`src/inc/mpc_map.vh`:
```
// constants for the motion parameter command block
`ifndef MPC_MAP_VH
`define MPC_MAP_VH
// command codes
`define MPC_OP_NONE 4'h0
`define MPC_OP_QCHAN 4'h1
`define MPC_OP_QPOS 4'h2
`define MPC_OP_QSPD 4'h3
`define MPC_OP_RPORT 4'h4
`define MPC_OP_CLRAB 4'h5
`define MPC_OP_ACCEL 4'h6
`define MPC_OP_CREEP 4'h7
`define MPC_OP_DECEL 4'h8
`define MPC_OP_DWELL 4'h9
`define MPC_OP_FJOG 4'ha
// reply codes
`define MPC_RSP_OK 3'h0
`define MPC_RSP_RANGE 3'h1
`define MPC_RSP_RESET 3'h2
`define MPC_RSP_NOTAB 3'h3
`define MPC_RSP_INAB 3'h4
`define MPC_RSP_DATA 3'h5
`define MPC_RSP_BUSY 3'h6
// control modes
`define MPC_MODE_SERVO 4'h1
`define MPC_MODE_OLSTEP 4'hb
`define MPC_MODE_CKSTEP 4'hc
`define MPC_MODE_EXSTEP 4'hd
`define MPC_MODE_CLSTEP 4'he
// limits and defaults
`define MPC_ACCEL_MAX 32'h001e8480
`define MPC_ACCEL_DEF 32'h000007d0
`define MPC_DECEL_MAX 32'h001e8480
`define MPC_DECEL_DEF 32'h00000bb8
`define MPC_CREEP_SERVO_MAX 32'h00061a80
`define MPC_CREEP_STEP_MAX 32'h00000320
`define MPC_CREEP_DEF 32'h00000320
`define MPC_DWELL_MAX 32'h00004e20
`define MPC_DWELL_DEF 32'h00000064
`define MPC_FJOG_MAX 32'h00030d40
`define MPC_FJOG_DEF 32'h000001f4
`define MPC_MIN_ARG 32'h00000001
// timing and address digits
`define MPC_CLK_MHZ 250
`define MPC_MS_NS 1000000
`define MPC_CLK_NS 4
`define MPC_ADDR_DIGITS 2
`endif

```
`src/core/mpc_command_unit.v`:
```
// command interpreter for motion parameter commands
`timescale 1ns/1ps
`default_nettype none
`include "mpc_map.vh"
module mpc_command_unit #(
    parameter CYCLES_PER_MS = (`MPC_MS_NS / `MPC_CLK_NS),
    parameter [7:0] AXIS_ADDR = 8'h01
) (
    input wire clk,
    input wire resetn,
    input wire cmdValid,
    input wire [7:0] cmdAddr,
    input wire [3:0] cmdOp,
    input wire [31:0] cmdArg,
    input wire verbose,
    input wire [3:0] ctlMode,
    input wire axisIdle,
    input wire [3:0] channelCount,
    input wire [31:0] slewVelocity,
    input wire [31:0] limitDeceleration,
    input wire [31:0] commandedPosition,
    input wire [31:0] actualPosition,
    input wire [31:0] inputPosition,
    input wire [31:0] auxiliaryPosition,
    input wire [31:0] datumPosition,
    input wire [31:0] followingError,
    input wire [31:0] endMoveBand,
    input wire [7:0] readPortIn,
    input wire stopInputActive,
    input wire trackingFault,
    input wire stallFault,
    input wire timeoutFault,
    input wire userAbort,
    input wire profileDone,
    input wire jogActive,
    input wire jogFastActive,
    input wire jogNormalSpeed,
    output reg rspValid,
    output reg [7:0] rspAddr,
    output reg [2:0] rspCode,
    output reg rspVerbose,
    output reg [3:0] rspOp,
    output reg [31:0] rspWord0,
    output reg [31:0] rspWord1,
    output reg [31:0] rspWord2,
    output reg [31:0] rspWord3,
    output reg [31:0] rspWord4,
    output reg trackingAbort_r,
    output reg stallAbort_r,
    output reg timeoutAbort_r,
    output reg userAbort_r,
    output reg driveEnable_r,
    output reg loopReset_r,
    output reg loadCommanded_r,
    output reg [31:0] commandedLoad_r,
    output reg [31:0] accelRate_r,
    output reg [31:0] decelRate_r,
    output reg [31:0] creepSpeed_r,
    output reg [31:0] dwellTime_r,
    output reg [31:0] fastJogSpeed_r,
    output reg [31:0] jogSpeed_r,
    output reg moveComplete_r,
    output reg correctMove_r,
    output reg settling_r
);
    reg rstSync1_r;
    reg rstn_r;
    always @(posedge clk or negedge resetn) begin
        if (!resetn) begin
            rstSync1_r <= 1'b0;
            rstn_r <= 1'b0;
        end else begin
            rstSync1_r <= 1'b1;
            rstn_r <= rstSync1_r;
        end
    end

    function inRange;
        input [31:0] v;
        input [31:0] lo;
        input [31:0] hi;
        begin
            inRange = (v >= lo) && (v <= hi);
        end
    endfunction

    function [31:0] absVal;
        input [31:0] v;
        begin
            absVal = v[31] ? (32'h0 - v) : v;
        end
    endfunction

    wire stepper = (ctlMode != `MPC_MODE_SERVO);
    wire [31:0] creepMax = stepper ? `MPC_CREEP_STEP_MAX : `MPC_CREEP_SERVO_MAX;
    wire inBand = absVal(followingError) < endMoveBand;
    wire anyAbort = trackingAbort_r | stallAbort_r | timeoutAbort_r | userAbort_r;
    wire mine = cmdValid && (cmdAddr == AXIS_ADDR);

    wire setDone;
    wire setCorrect;
    wire setBusy;
    mpc_settle #(.CYCLES_PER_MS(CYCLES_PER_MS)) mpc_settle_inst (
        .clk(clk),
        .rstn(rstn_r),
        .ctlMode(ctlMode),
        .dwellMs(dwellTime_r),
        .profileDone(profileDone),
        .inBand(inBand),
        .moveComplete(setDone),
        .correctMove(setCorrect),
        .busy(setBusy)
    );

    always @(posedge clk or negedge rstn_r) begin
        if (!rstn_r) begin
            rspValid <= 1'b0;
            rspAddr <= 8'h00;
            rspCode <= `MPC_RSP_OK;
            rspVerbose <= 1'b0;
            rspOp <= `MPC_OP_NONE;
            rspWord0 <= 32'h0;
            rspWord1 <= 32'h0;
            rspWord2 <= 32'h0;
            rspWord3 <= 32'h0;
            rspWord4 <= 32'h0;
            trackingAbort_r <= 1'b0;
            stallAbort_r <= 1'b0;
            timeoutAbort_r <= 1'b0;
            userAbort_r <= 1'b0;
            driveEnable_r <= 1'b1;
            loopReset_r <= 1'b0;
            loadCommanded_r <= 1'b0;
            commandedLoad_r <= 32'h0;
            accelRate_r <= `MPC_ACCEL_DEF;
            decelRate_r <= `MPC_DECEL_DEF;
            creepSpeed_r <= `MPC_CREEP_DEF;
            dwellTime_r <= `MPC_DWELL_DEF;
            fastJogSpeed_r <= `MPC_FJOG_DEF;
            jogSpeed_r <= 32'h0;
            moveComplete_r <= 1'b0;
            correctMove_r <= 1'b0;
            settling_r <= 1'b0;
        end else begin
            rspValid <= 1'b0;
            loopReset_r <= 1'b0;
            loadCommanded_r <= 1'b0;
            moveComplete_r <= setDone;
            correctMove_r <= setCorrect;
            settling_r <= setBusy;
            // jog speed picks fast value when both inputs active
            jogSpeed_r <= !jogActive ? 32'h0 :
                (jogFastActive ? fastJogSpeed_r : jogNormalSpeed ? creepSpeed_r : 32'h0);
            // fault events latch; on the abort flags set wins over a same-cycle clear, on driveEnable_r the clear wins
            if (trackingFault) trackingAbort_r <= 1'b1;
            if (stallFault) stallAbort_r <= 1'b1;
            if (timeoutFault) timeoutAbort_r <= 1'b1;
            if (userAbort) userAbort_r <= 1'b1;
            if (trackingFault | stallFault | timeoutFault | userAbort | stopInputActive)
                driveEnable_r <= 1'b0;
            if (mine) begin
                rspValid <= 1'b1;
                rspAddr <= AXIS_ADDR;
                rspVerbose <= verbose;
                rspOp <= cmdOp;
                rspCode <= `MPC_RSP_OK;
                rspWord0 <= 32'h0;
                rspWord1 <= 32'h0;
                rspWord2 <= 32'h0;
                rspWord3 <= 32'h0;
                rspWord4 <= 32'h0;
                case (cmdOp)
                `MPC_OP_QCHAN: begin
                    rspCode <= `MPC_RSP_DATA;
                    rspWord0 <= {28'h0, channelCount};
                end
                `MPC_OP_QPOS: begin
                    rspCode <= `MPC_RSP_DATA;
                    rspWord0 <= commandedPosition;
                    rspWord1 <= actualPosition;
                    rspWord2 <= inputPosition;
                    rspWord3 <= auxiliaryPosition;
                    rspWord4 <= datumPosition;
                end
                `MPC_OP_QSPD: begin
                    rspCode <= `MPC_RSP_DATA;
                    rspWord0 <= slewVelocity;
                    rspWord1 <= creepSpeed_r;
                    rspWord2 <= accelRate_r;
                    rspWord3 <= decelRate_r;
                    rspWord4 <= limitDeceleration;
                end
                `MPC_OP_RPORT: begin
                    // bit 7 is input 8, sent first; open reads low
                    rspCode <= `MPC_RSP_DATA;
                    rspWord0 <= {24'h0, readPortIn};
                end
                `MPC_OP_CLRAB: begin
                    if (stopInputActive) begin
                        rspCode <= `MPC_RSP_INAB;
                    end else begin
                        rspCode <= anyAbort ? `MPC_RSP_RESET : `MPC_RSP_NOTAB;
                        trackingAbort_r <= trackingFault;
                        stallAbort_r <= stallFault;
                        timeoutAbort_r <= timeoutFault;
                        userAbort_r <= userAbort;
                        driveEnable_r <= 1'b1;
                        loopReset_r <= 1'b1;
                        if (ctlMode != `MPC_MODE_OLSTEP) begin
                            loadCommanded_r <= 1'b1;
                            commandedLoad_r <= actualPosition;
                        end
                    end
                end
                `MPC_OP_ACCEL: begin
                    if (!axisIdle) rspCode <= `MPC_RSP_BUSY;
                    else if (inRange(cmdArg, `MPC_MIN_ARG, `MPC_ACCEL_MAX))
                        accelRate_r <= cmdArg;
                    else rspCode <= `MPC_RSP_RANGE;
                end
                `MPC_OP_DECEL: begin
                    if (!axisIdle) rspCode <= `MPC_RSP_BUSY;
                    else if (inRange(cmdArg, `MPC_MIN_ARG, `MPC_DECEL_MAX))
                        decelRate_r <= cmdArg;
                    else rspCode <= `MPC_RSP_RANGE;
                end
                `MPC_OP_CREEP: begin
                    // creep feeds final, datum and stepper base speeds
                    if (!axisIdle) rspCode <= `MPC_RSP_BUSY;
                    else if (inRange(cmdArg, `MPC_MIN_ARG, creepMax) && cmdArg <= slewVelocity)
                        creepSpeed_r <= cmdArg;
                    else rspCode <= `MPC_RSP_RANGE;
                end
                `MPC_OP_DWELL: begin
                    if (!axisIdle) rspCode <= `MPC_RSP_BUSY;
                    else if (cmdArg <= `MPC_DWELL_MAX)
                        dwellTime_r <= cmdArg;
                    else rspCode <= `MPC_RSP_RANGE;
                end
                `MPC_OP_FJOG: begin
                    if (!axisIdle) rspCode <= `MPC_RSP_BUSY;
                    else if (inRange(cmdArg, `MPC_MIN_ARG, `MPC_FJOG_MAX))
                        fastJogSpeed_r <= cmdArg;
                    else rspCode <= `MPC_RSP_RANGE;
                end
                default: rspValid <= 1'b0;
                endcase
            end
        end
    end
endmodule // mpc_command_unit
`default_nettype wire

```
`src/core/mpc_settle.v`:
```
// end-of-move settling timer for all control modes
`timescale 1ns/1ps
`default_nettype none
`include "mpc_map.vh"
module mpc_settle #(
    parameter CYCLES_PER_MS = (`MPC_MS_NS / `MPC_CLK_NS)
) (
    input wire clk,
    input wire rstn,
    input wire [3:0] ctlMode,
    input wire [31:0] dwellMs,
    input wire profileDone,
    input wire inBand,
    output reg moveComplete,
    output reg correctMove,
    output reg busy
);
    localparam S_IDLE = 3'b001;
    localparam S_WAIT = 3'b010;
    localparam S_DONE = 3'b100;
    reg [2:0] state_r;
    reg [31:0] msCnt_r;
    reg [31:0] tickCnt_r;
    wire windowed = (ctlMode == `MPC_MODE_SERVO) || (ctlMode == `MPC_MODE_EXSTEP);
    wire timeUp = (msCnt_r >= dwellMs);
    always @(posedge clk or negedge rstn) begin
        if (!rstn) begin
            state_r <= S_IDLE;
            msCnt_r <= 32'h0;
            tickCnt_r <= 32'h0;
            moveComplete <= 1'b0;
            correctMove <= 1'b0;
            busy <= 1'b0;
        end else begin
            moveComplete <= 1'b0;
            correctMove <= 1'b0;
            case (state_r)
            S_IDLE: begin
                msCnt_r <= 32'h0;
                tickCnt_r <= 32'h0;
                if (profileDone) begin
                    state_r <= S_WAIT;
                    busy <= 1'b1;
                end
            end
            S_WAIT: begin
                if (windowed && !inBand) begin
                    // excursion restarts settling
                    msCnt_r <= 32'h0;
                    tickCnt_r <= 32'h0;
                end else if (timeUp) begin
                    state_r <= S_DONE;
                end else if (tickCnt_r == CYCLES_PER_MS - 1) begin
                    tickCnt_r <= 32'h0;
                    msCnt_r <= msCnt_r + 32'h1;
                end else begin
                    tickCnt_r <= tickCnt_r + 32'h1;
                end
            end
            S_DONE: begin
                state_r <= S_IDLE;
                busy <= 1'b0;
                case (ctlMode)
                `MPC_MODE_CKSTEP: moveComplete <= inBand;
                `MPC_MODE_CLSTEP: begin
                    moveComplete <= inBand;
                    correctMove <= !inBand;
                end
                default: moveComplete <= 1'b1;
                endcase
            end
            default: state_r <= S_IDLE;
            endcase
        end
    end
endmodule // mpc_settle
`default_nettype wire

```
`config.mk`:
```
export PLATFORM = sky130hd
export DESIGN_NAME = mpc_command_unit
export DESIGN_NICKNAME = d
export VERILOG_FILES = /design/src/core/mpc_command_unit.v /design/src/core/mpc_settle.v
export VERILOG_INCLUDE_DIRS = /design/src /design/src/inc
export SDC_FILE = /design/constraint.sdc
export NUM_CORES = 1
export LEC_CHECK = 0
export BUFFER_PORTS_ARGS = -buffer_cell sky130_fd_sc_hd__buf_2
export CORE_AREA = 2 2 299 301
export DETAILED_ROUTE_END_ITERATION = 10
export DIE_AREA = 0 0 301 303
export PLACE_DENSITY = 0.56
export RECOVER_POWER = 25
export SYNTH_ARGS = -nofsm -noshare
export SYNTH_HDL_FRONTEND = slang
export SYNTH_SLANG_ARGS = --single-unit
```
`constraint.sdc`:
```
create_clock -name clk -period 13.2 [get_ports clk]
set_clock_uncertainty 0.05 [all_clocks]
set_input_delay 1.32 -clock clk [delete_from_list [all_inputs] [get_ports clk]]
set_output_delay 1.32 -clock clk [all_outputs]
set_load 0.01 [all_outputs]
```
==> flow_metrics.env, run 1 <==
export IMPL_synth_top_cell_area_share_pct=47.7
export IMPL_drt_iter0_markers=1578
export IMPL_dp_cells=4138
export IMPL_pwr_share_comb_pct=11.6
export IMPL_switching_share_pct=27.8
export IMPL_leakagePower_uw=0.0147
export IMPL_syn_area_per_cell_um2=10.1
export IMPL_synthFlopType="dfrtp_1"
export IMPL_synth_cells=2327
export IMPL_grt_pass1_vias=20300
export IMPL_grt_overflow=0
export IMPL_placed_area_um2=28500
export IMPL_drt_vias_per_instance=4.92
export IMPL_final_cells=4249
export IMPL_cts_max_path_buffers=3
export IMPL_reg2reg_depth=2
export IMPL_setup_tns_ns=0
export IMPL_cp_num_buf_inv=3
export IMPL_p_clk_share_pct=45.7
export IMPL_synth_most_common_cell="dfrtp_1"
export IMPL_start_util_pct=26.8
export IMPL_slew_viol_final=453
export IMPL_path_cells="buf_2 -> nor3b_1 -> nand4_1 -> clkbuf_1 -> buf_4 -> o21ai_0"
export IMPL_synth_edff_count=0
export IMPL_path_class="input pin to flop"
export IMPL_synth_largest_area_cell="dfrtp_1"
export IMPL_synthTopCellsByCount="dfrtp_1, nand2_1, o21ai_0, a22oi_1, clkbuf_1"
export IMPL_cts_sinks=476
export IMPL_r2r_start="rstn_r"
export IMPL_grt_max_degree=173
export IMPL_ctsHoldBuffers=0
export IMPL_hold_path_class="flop to flop"
export IMPL_drt_wl_total_mm=103
export IMPL_slew_headroom_pct=-369
export IMPL_antenna_found_initial=21
export IMPL_antenna_left=0
export IMPL_grt_pass1_wl_mm=144
export IMPL_hp_start="rstSync1_r"
export IMPL_max_cap_violations=6
export IMPL_setup_violations_final=0
export IMPL_p_per_area_nw_per_um2=115
export IMPL_place_congestion=0.901
export IMPL_firstDrtPassIters=5
export IMPL_whs_path_depth=0
export IMPL_nets=3497
export IMPL_numCtsBuffers=55
export IMPL_violations="max-capacitance violations, max-slew violations"
export IMPL_syn_area_um2=23600
export IMPL_vias=20900
export IMPL_cp_start_kind="input pin"
export IMPL_cts_resized=0
export IMPL_ys_types=66
export IMPL_seq_power_share_pct=42.7
export IMPL_async_flop_share_pct=100
export IMPL_area_growth_pct=28.5
export IMPL_drc=0
export IMPL_critical_path_arrival_ns=8.26
export IMPL_power_switching_uw=969
export IMPL_max_freq_mhz=127
export IMPL_ys_seq_area_share_pct=50.7
export IMPL_critPathTopFamily="buffers and inverters"
export IMPL_yosysWarnings=0
export IMPL_worstMarginPinSlew_ns=7.04
export IMPL_cts_root_buffer="clkbuf_16"
export IMPL_path_max_fanout=168
export IMPL_cp_end_kind="flop"
export IMPL_ioPinCount=773
export IMPL_rsz0062_at_grt="false"
export IMPL_post_cts_buffers=0
export IMPL_yosys_top_cells_area="dfrtp_1, ha_1, a22oi_1, mux2_2, o21ai_0"
export IMPL_internal_power_uw=2520
export IMPL_coreArea_um2=88000
export IMPL_finalPower_uw=3490
export IMPL_design_area_um2=30300
export IMPL_status="finished, violations left"
export IMPL_die_w_um=301
export IMPL_die_h_um=303
export IMPL_cts_max_level=2
export IMPL_peakVddDrop_mv=0.109
export IMPL_numPortBuffers=765
export IMPL_ys_ff_latch=476
export IMPL_rows=109
export IMPL_n_fill_cell=9071
export IMPL_hold_viol=0
export IMPL_max_stage_delay_ns=4.87
export IMPL_clock_latency_ns=0.62
export IMPL_r2r_end="rspWord1[13]"
export IMPL_period_share_pct=59.5
export IMPL_cp_required_ns=13.61
export IMPL_period_needed_ns=7.85
export IMPL_path_clk_slew_ns=0.06
export IMPL_grtUsageTotal_pct=21.6
export IMPL_r2r_setup_slack_ns=7.32
export IMPL_die_area_um2=91200
export IMPL_drive_gt1_share_pct=30.4
export IMPL_hpwlAfterDp_mm=78.1
export IMPL_slowest_stage="clkbuf_1"
export IMPL_cts_tree="done"
export IMPL_wl_per_cell_um=24.2
export IMPL_min_to="rstn_r"
## metal layers
| metal | part of all wire, % | global-route usage (%) | vias to the layer above | wire (µm) |
|---|---|---|---|---|
| met1 | 39 | 25.3 | 10300 | 39800 |
| met2 | 50 | 38.2 | 782 | 51000 |
| li1 | - | - | 9666 | - |
| met4 | 4.5 | 8.69 | 8 | 4620 |
| met3 | 7.2 | 5.01 | 154 | 7380 |
| met5 | 0.039 | 0 | - | 40 |
## how the worst max path moves through the flow
stage,from,to,cells after the start,slack (ns)
final,cmdAddr[0],rspWord4[13],6,5.35
after global routing,cmdAddr[0],rspWord1[13],6,4.82
after CTS,followingError[8],mpc_settle_inst.msCnt_r[1],18,7.12
after detailed placement,followingError[8],mpc_settle_inst.msCnt_r[1],18,6.46
after global placement,followingError[8],mpc_settle_inst.msCnt_r[1],18,6.48
after floorplan,rstn_r,accelRate_r[0],0,5.42
## layout by cell type (no fill, tap or decap), types with 27 or more instances in the layout
master and count:
dfstp_2 27, clkbuf_16 55, o21ai_0 233, inv_1 119, and2_1 56, clkbuf_1 113
nor2b_1 29, nor2_1 77, buf_2 667, dfrtp_1 449, nand3_1 36, xnor2_1 76
nand2_1 291, a22oi_1 165, ha_1 105, a211oi_1 27, nand4_1 33, a21oi_1 57
mux2_2 104, a21o_1 32
## logic make-up after synthesis
logic type,synth area share [%]
AO/OA/AOI/OAI,16.6
XOR/XNOR,2.82
adder cells (fa/ha/maj),5.57
buffers and inverters,4.48
flip-flops,50.7
multiplexers,5.82
other,0.0319
AND/OR/NAND/NOR,14.0
## power groups by stage
stage	combinational [µW]	clock (µW)	sequential (µW)
global placement	409	0	1520
detailed placement	411	0	1520
floorplan	209	0	1530
CTS	412	1640	1490
finish	405	1600	1490
global route	449	1700	1490
## cell type report
type / instances / area [µm²] / area share (%)
antenna: 7 / 17.5 / 0.0578
clock buffer: 78 / 1600 / 5.29
clock inverter: 26 / 297 / 0.979
inverter: 119 / 447 / 1.48
multi-input combinational: 1587 / 10600 / 35.1
sequential: 476 / 11900 / 39.4
tap: 1165 / 1460 / 4.81
timing repair buffer: 791 / 3890 / 12.9
## stage by stage
stage	utilization [%]	hold WS [ns]	setup WS [ns]
after floorplan	-	0.281	5.42
after CTS	34.6	0.300	7.12
after global placement	32.4	0.283	6.48
after global routing	34.4	0.300	4.82
after detailed placement	32.4	0.285	6.46
final	34.4	0.298	5.35
(Power assumes the default switching activity.)
==> run 2, diff against run 1 <==
--- a/config.mk
+++ b/config.mk
@@ -7,10 +7,10 @@
 export NUM_CORES = 1
 export LEC_CHECK = 0
 export BUFFER_PORTS_ARGS = -buffer_cell sky130_fd_sc_hd__buf_2
-export CORE_AREA = 2 2 299 301
+export CORE_AREA = 2 2 304 306
 export DETAILED_ROUTE_END_ITERATION = 10
-export DIE_AREA = 0 0 301 303
-export PLACE_DENSITY = 0.56
+export DIE_AREA = 0 0 306 308
+export PLACE_DENSITY = 0.54
 export RECOVER_POWER = 25
 export SYNTH_ARGS = -nofsm -noshare
 export SYNTH_HDL_FRONTEND = slang
==> constraint.sdc (replaced) <==
create_clock -name clk -period 7.8 [get_ports clk]
set_clock_uncertainty 0.05 [all_clocks]
set_input_delay 0.78 -clock clk [delete_from_list [all_inputs] [get_ports clk]]
set_output_delay 0.78 -clock clk [all_outputs]
set_load 0.01 [all_outputs]
==> run 2 against run 1 <==
Against the previous run: the flow still finishes with violations (max-capacitance violations, max-slew violations); setup slack worse by 3.2 ns; sequential share of layout area is 0.28 points lower; design area is 0.72% higher; final cell count is 0.61% higher; first-iteration DRC count is 6.7% lower; power is 73% higher; hold slack better by 0.0037 ns; critical endpoint is now rspWord3[26]; global-route usage is 0.68 points lower; sequential power is 69% higher; largest cell class unchanged.
==> flow_metrics.env, run 2 (synthesized netlist as in run 1, its figures left out) <==
export IMPL_status="finished, violations left"
export IMPL_violations="max-capacitance violations, max-slew violations"
export IMPL_antenna_found_initial=12
export IMPL_start_util_pct=25.9
export IMPL_post_cts_buffers=0
export IMPL_leakagePower_uw=0.0150
export IMPL_hold_viol=0
export IMPL_antenna_left=0
export IMPL_firstDrtPassIters=5
export IMPL_cp_end_kind="asynchronous set/reset pin"
export IMPL_cp_required_ns=7.51
export IMPL_placed_area_um2=28600
export IMPL_p_per_area_nw_per_um2=198
export IMPL_grt_pass1_vias=20500
export IMPL_grt_overflow=0
export IMPL_r2r_setup_slack_ns=2.13
export IMPL_max_stage_delay_ns=2.89
export IMPL_coreArea_um2=91000
export IMPL_drc=0
export IMPL_path_class="flop to asynchronous set/reset pin"
export IMPL_cts_max_level=2
export IMPL_peakVddDrop_mv=0.157
export IMPL_seq_power_share_pct=41.8
export IMPL_pwr_share_comb_pct=11.7
export IMPL_p_clk_share_pct=46.5
export IMPL_r2r_start="rstn_r"
export IMPL_path_cells="clkbuf_2"
export IMPL_grt_pass1_wl_mm=145
export IMPL_grt_max_degree=197
export IMPL_numCtsBuffers=58
export IMPL_place_congestion=0.906
export IMPL_ctsHoldBuffers=1
export IMPL_switching_share_pct=27.4
export IMPL_internal_power_uw=4380
export IMPL_clock_latency_ns=0.61
export IMPL_numPortBuffers=765
export IMPL_max_cap_violations=5
export IMPL_drt_wl_total_mm=102
export IMPL_min_to="moveComplete_r"
export IMPL_die_area_um2=94200
export IMPL_slew_viol_final=522
export IMPL_cts_sinks=476
export IMPL_area_growth_pct=29.4
export IMPL_worstMarginPinSlew_ns=4.10
export IMPL_cp_start_kind="flop"
export IMPL_hpwlAfterDp_mm=76.9
export IMPL_drive_gt1_share_pct=32.4
export IMPL_n_fill_cell=9423
export IMPL_period_share_pct=72.7
export IMPL_hold_path_class="flop to flop"
export IMPL_max_freq_mhz=176
export IMPL_setup_violations_final=0
export IMPL_path_max_fanout=156
export IMPL_die_h_um=308
export IMPL_rsz0062_at_grt="false"
export IMPL_die_w_um=306
export IMPL_r2r_end="rspWord3[26]"
export IMPL_critical_path_arrival_ns=5.39
export IMPL_drt_iter0_markers=1473
export IMPL_path_clk_slew_ns=0.06
export IMPL_wl_per_cell_um=23.8
export IMPL_reg2reg_depth=1
export IMPL_final_cell_mix="buf_2, dfrtp_1, nand2_1, o21ai_0, a22oi_1"
export IMPL_final_common_cell="buf_2"
export IMPL_cts_max_path_buffers=3
export IMPL_cts_root_buffer="clkbuf_16"
export IMPL_power_switching_uw=1650
export IMPL_cts_resized=0
export IMPL_drt_vias_per_instance=4.87
export IMPL_whs_path_depth=0
export IMPL_slew_headroom_pct=-173
export IMPL_ioPinCount=773
export IMPL_hp_start="mpc_settle_inst.moveComplete"
export IMPL_grtUsageTotal_pct=21.0
export IMPL_design_area_um2=30500
export IMPL_rows=111
export IMPL_cts_tree="done"
export IMPL_multi_input_area_um2=10600
export IMPL_vias=20800
export IMPL_critPathTopFamily="buffers and inverters"
export IMPL_seq_area_um2=11900
export IMPL_nets=3497
export IMPL_slowest_stage="clkbuf_2"
export IMPL_cp_num_buf_inv=1
export IMPL_setup_tns_ns=0
export IMPL_period_needed_ns=5.67
run 2: cell types whose count changed in the layout (fill, tap and decap cells not counted), sizes merged:
cell,delta
buf,+58
clkbuf,-55
diode,+3
clkinvlp,-2
clkinv,+1
dlygate4sd3,+1
inv,-1
run 2: how the worst max path moves through the flow:
stage,start,endpoint,slack [ns],cells past startpoint
global placement,followingError[8],mpc_settle_inst.msCnt_r[22],1.84,17
finish,rstn_r,rspWord3[26],2.13,1
CTS,followingError[8],mpc_settle_inst.msCnt_r[22],2.43,17
floorplan,rstn_r,accelRate_r[0],0.02,0
global route,rstn_r,rspWord3[1],1.16,1
detailed placement,followingError[8],mpc_settle_inst.msCnt_r[22],1.75,17
run 2: cell type report:
cell class	instances	area share (%)
Multi-Input combinational cell	1587	34.8
Inverter	119	1.46
Timing Repair Buffer	788	13.1
Clock inverter	24	0.874
Sequential cell	476	39.2
Clock buffer	85	5.66
Tap cell	1186	4.87
Antenna cell	10	0.0821
run 2: per-layer routing:
| layer | vias to the layer above | GRT usage [%] | share of wire (%) |
|---|---|---|---|
| met5 | - | 0 | 0.071 |
| met4 | 10 | 10.1 | 5.2 |
| met3 | 171 | 4.84 | 7.4 |
| met2 | 761 | 35.4 | 48 |
| met1 | 10200 | 25.2 | 39 |
| li1 | 9680 | - | - |
run 2: power by group through the flow:
stage | sequential [µW] | clock [µW] | combinational [µW]
2_1_floorplan | 2590 | 0 | 353
3_3_place_gp | 2570 | 0 | 712
3_5_place_dp | 2560 | 0 | 716
4_1_cts | 2520 | 2880 | 720
5_1_grt | 2520 | 2970 | 786
6_report | 2520 | 2800 | 704
run 2: per-stage QoR:
stage	hold slack, ns	cells	util, %	total power (µW)	worst slack (ns)
floorplan	0.281	2333	-	2950	0.0206
detailed placement	0.289	4155	31.4	3280	1.75
global route	0.297	4268	33.5	6280	1.16
finish	0.302	4275	33.5	6030	2.13
global placement	0.283	4155	31.4	3280	1.84
CTS	0.278	4265	33.6	6120	2.43
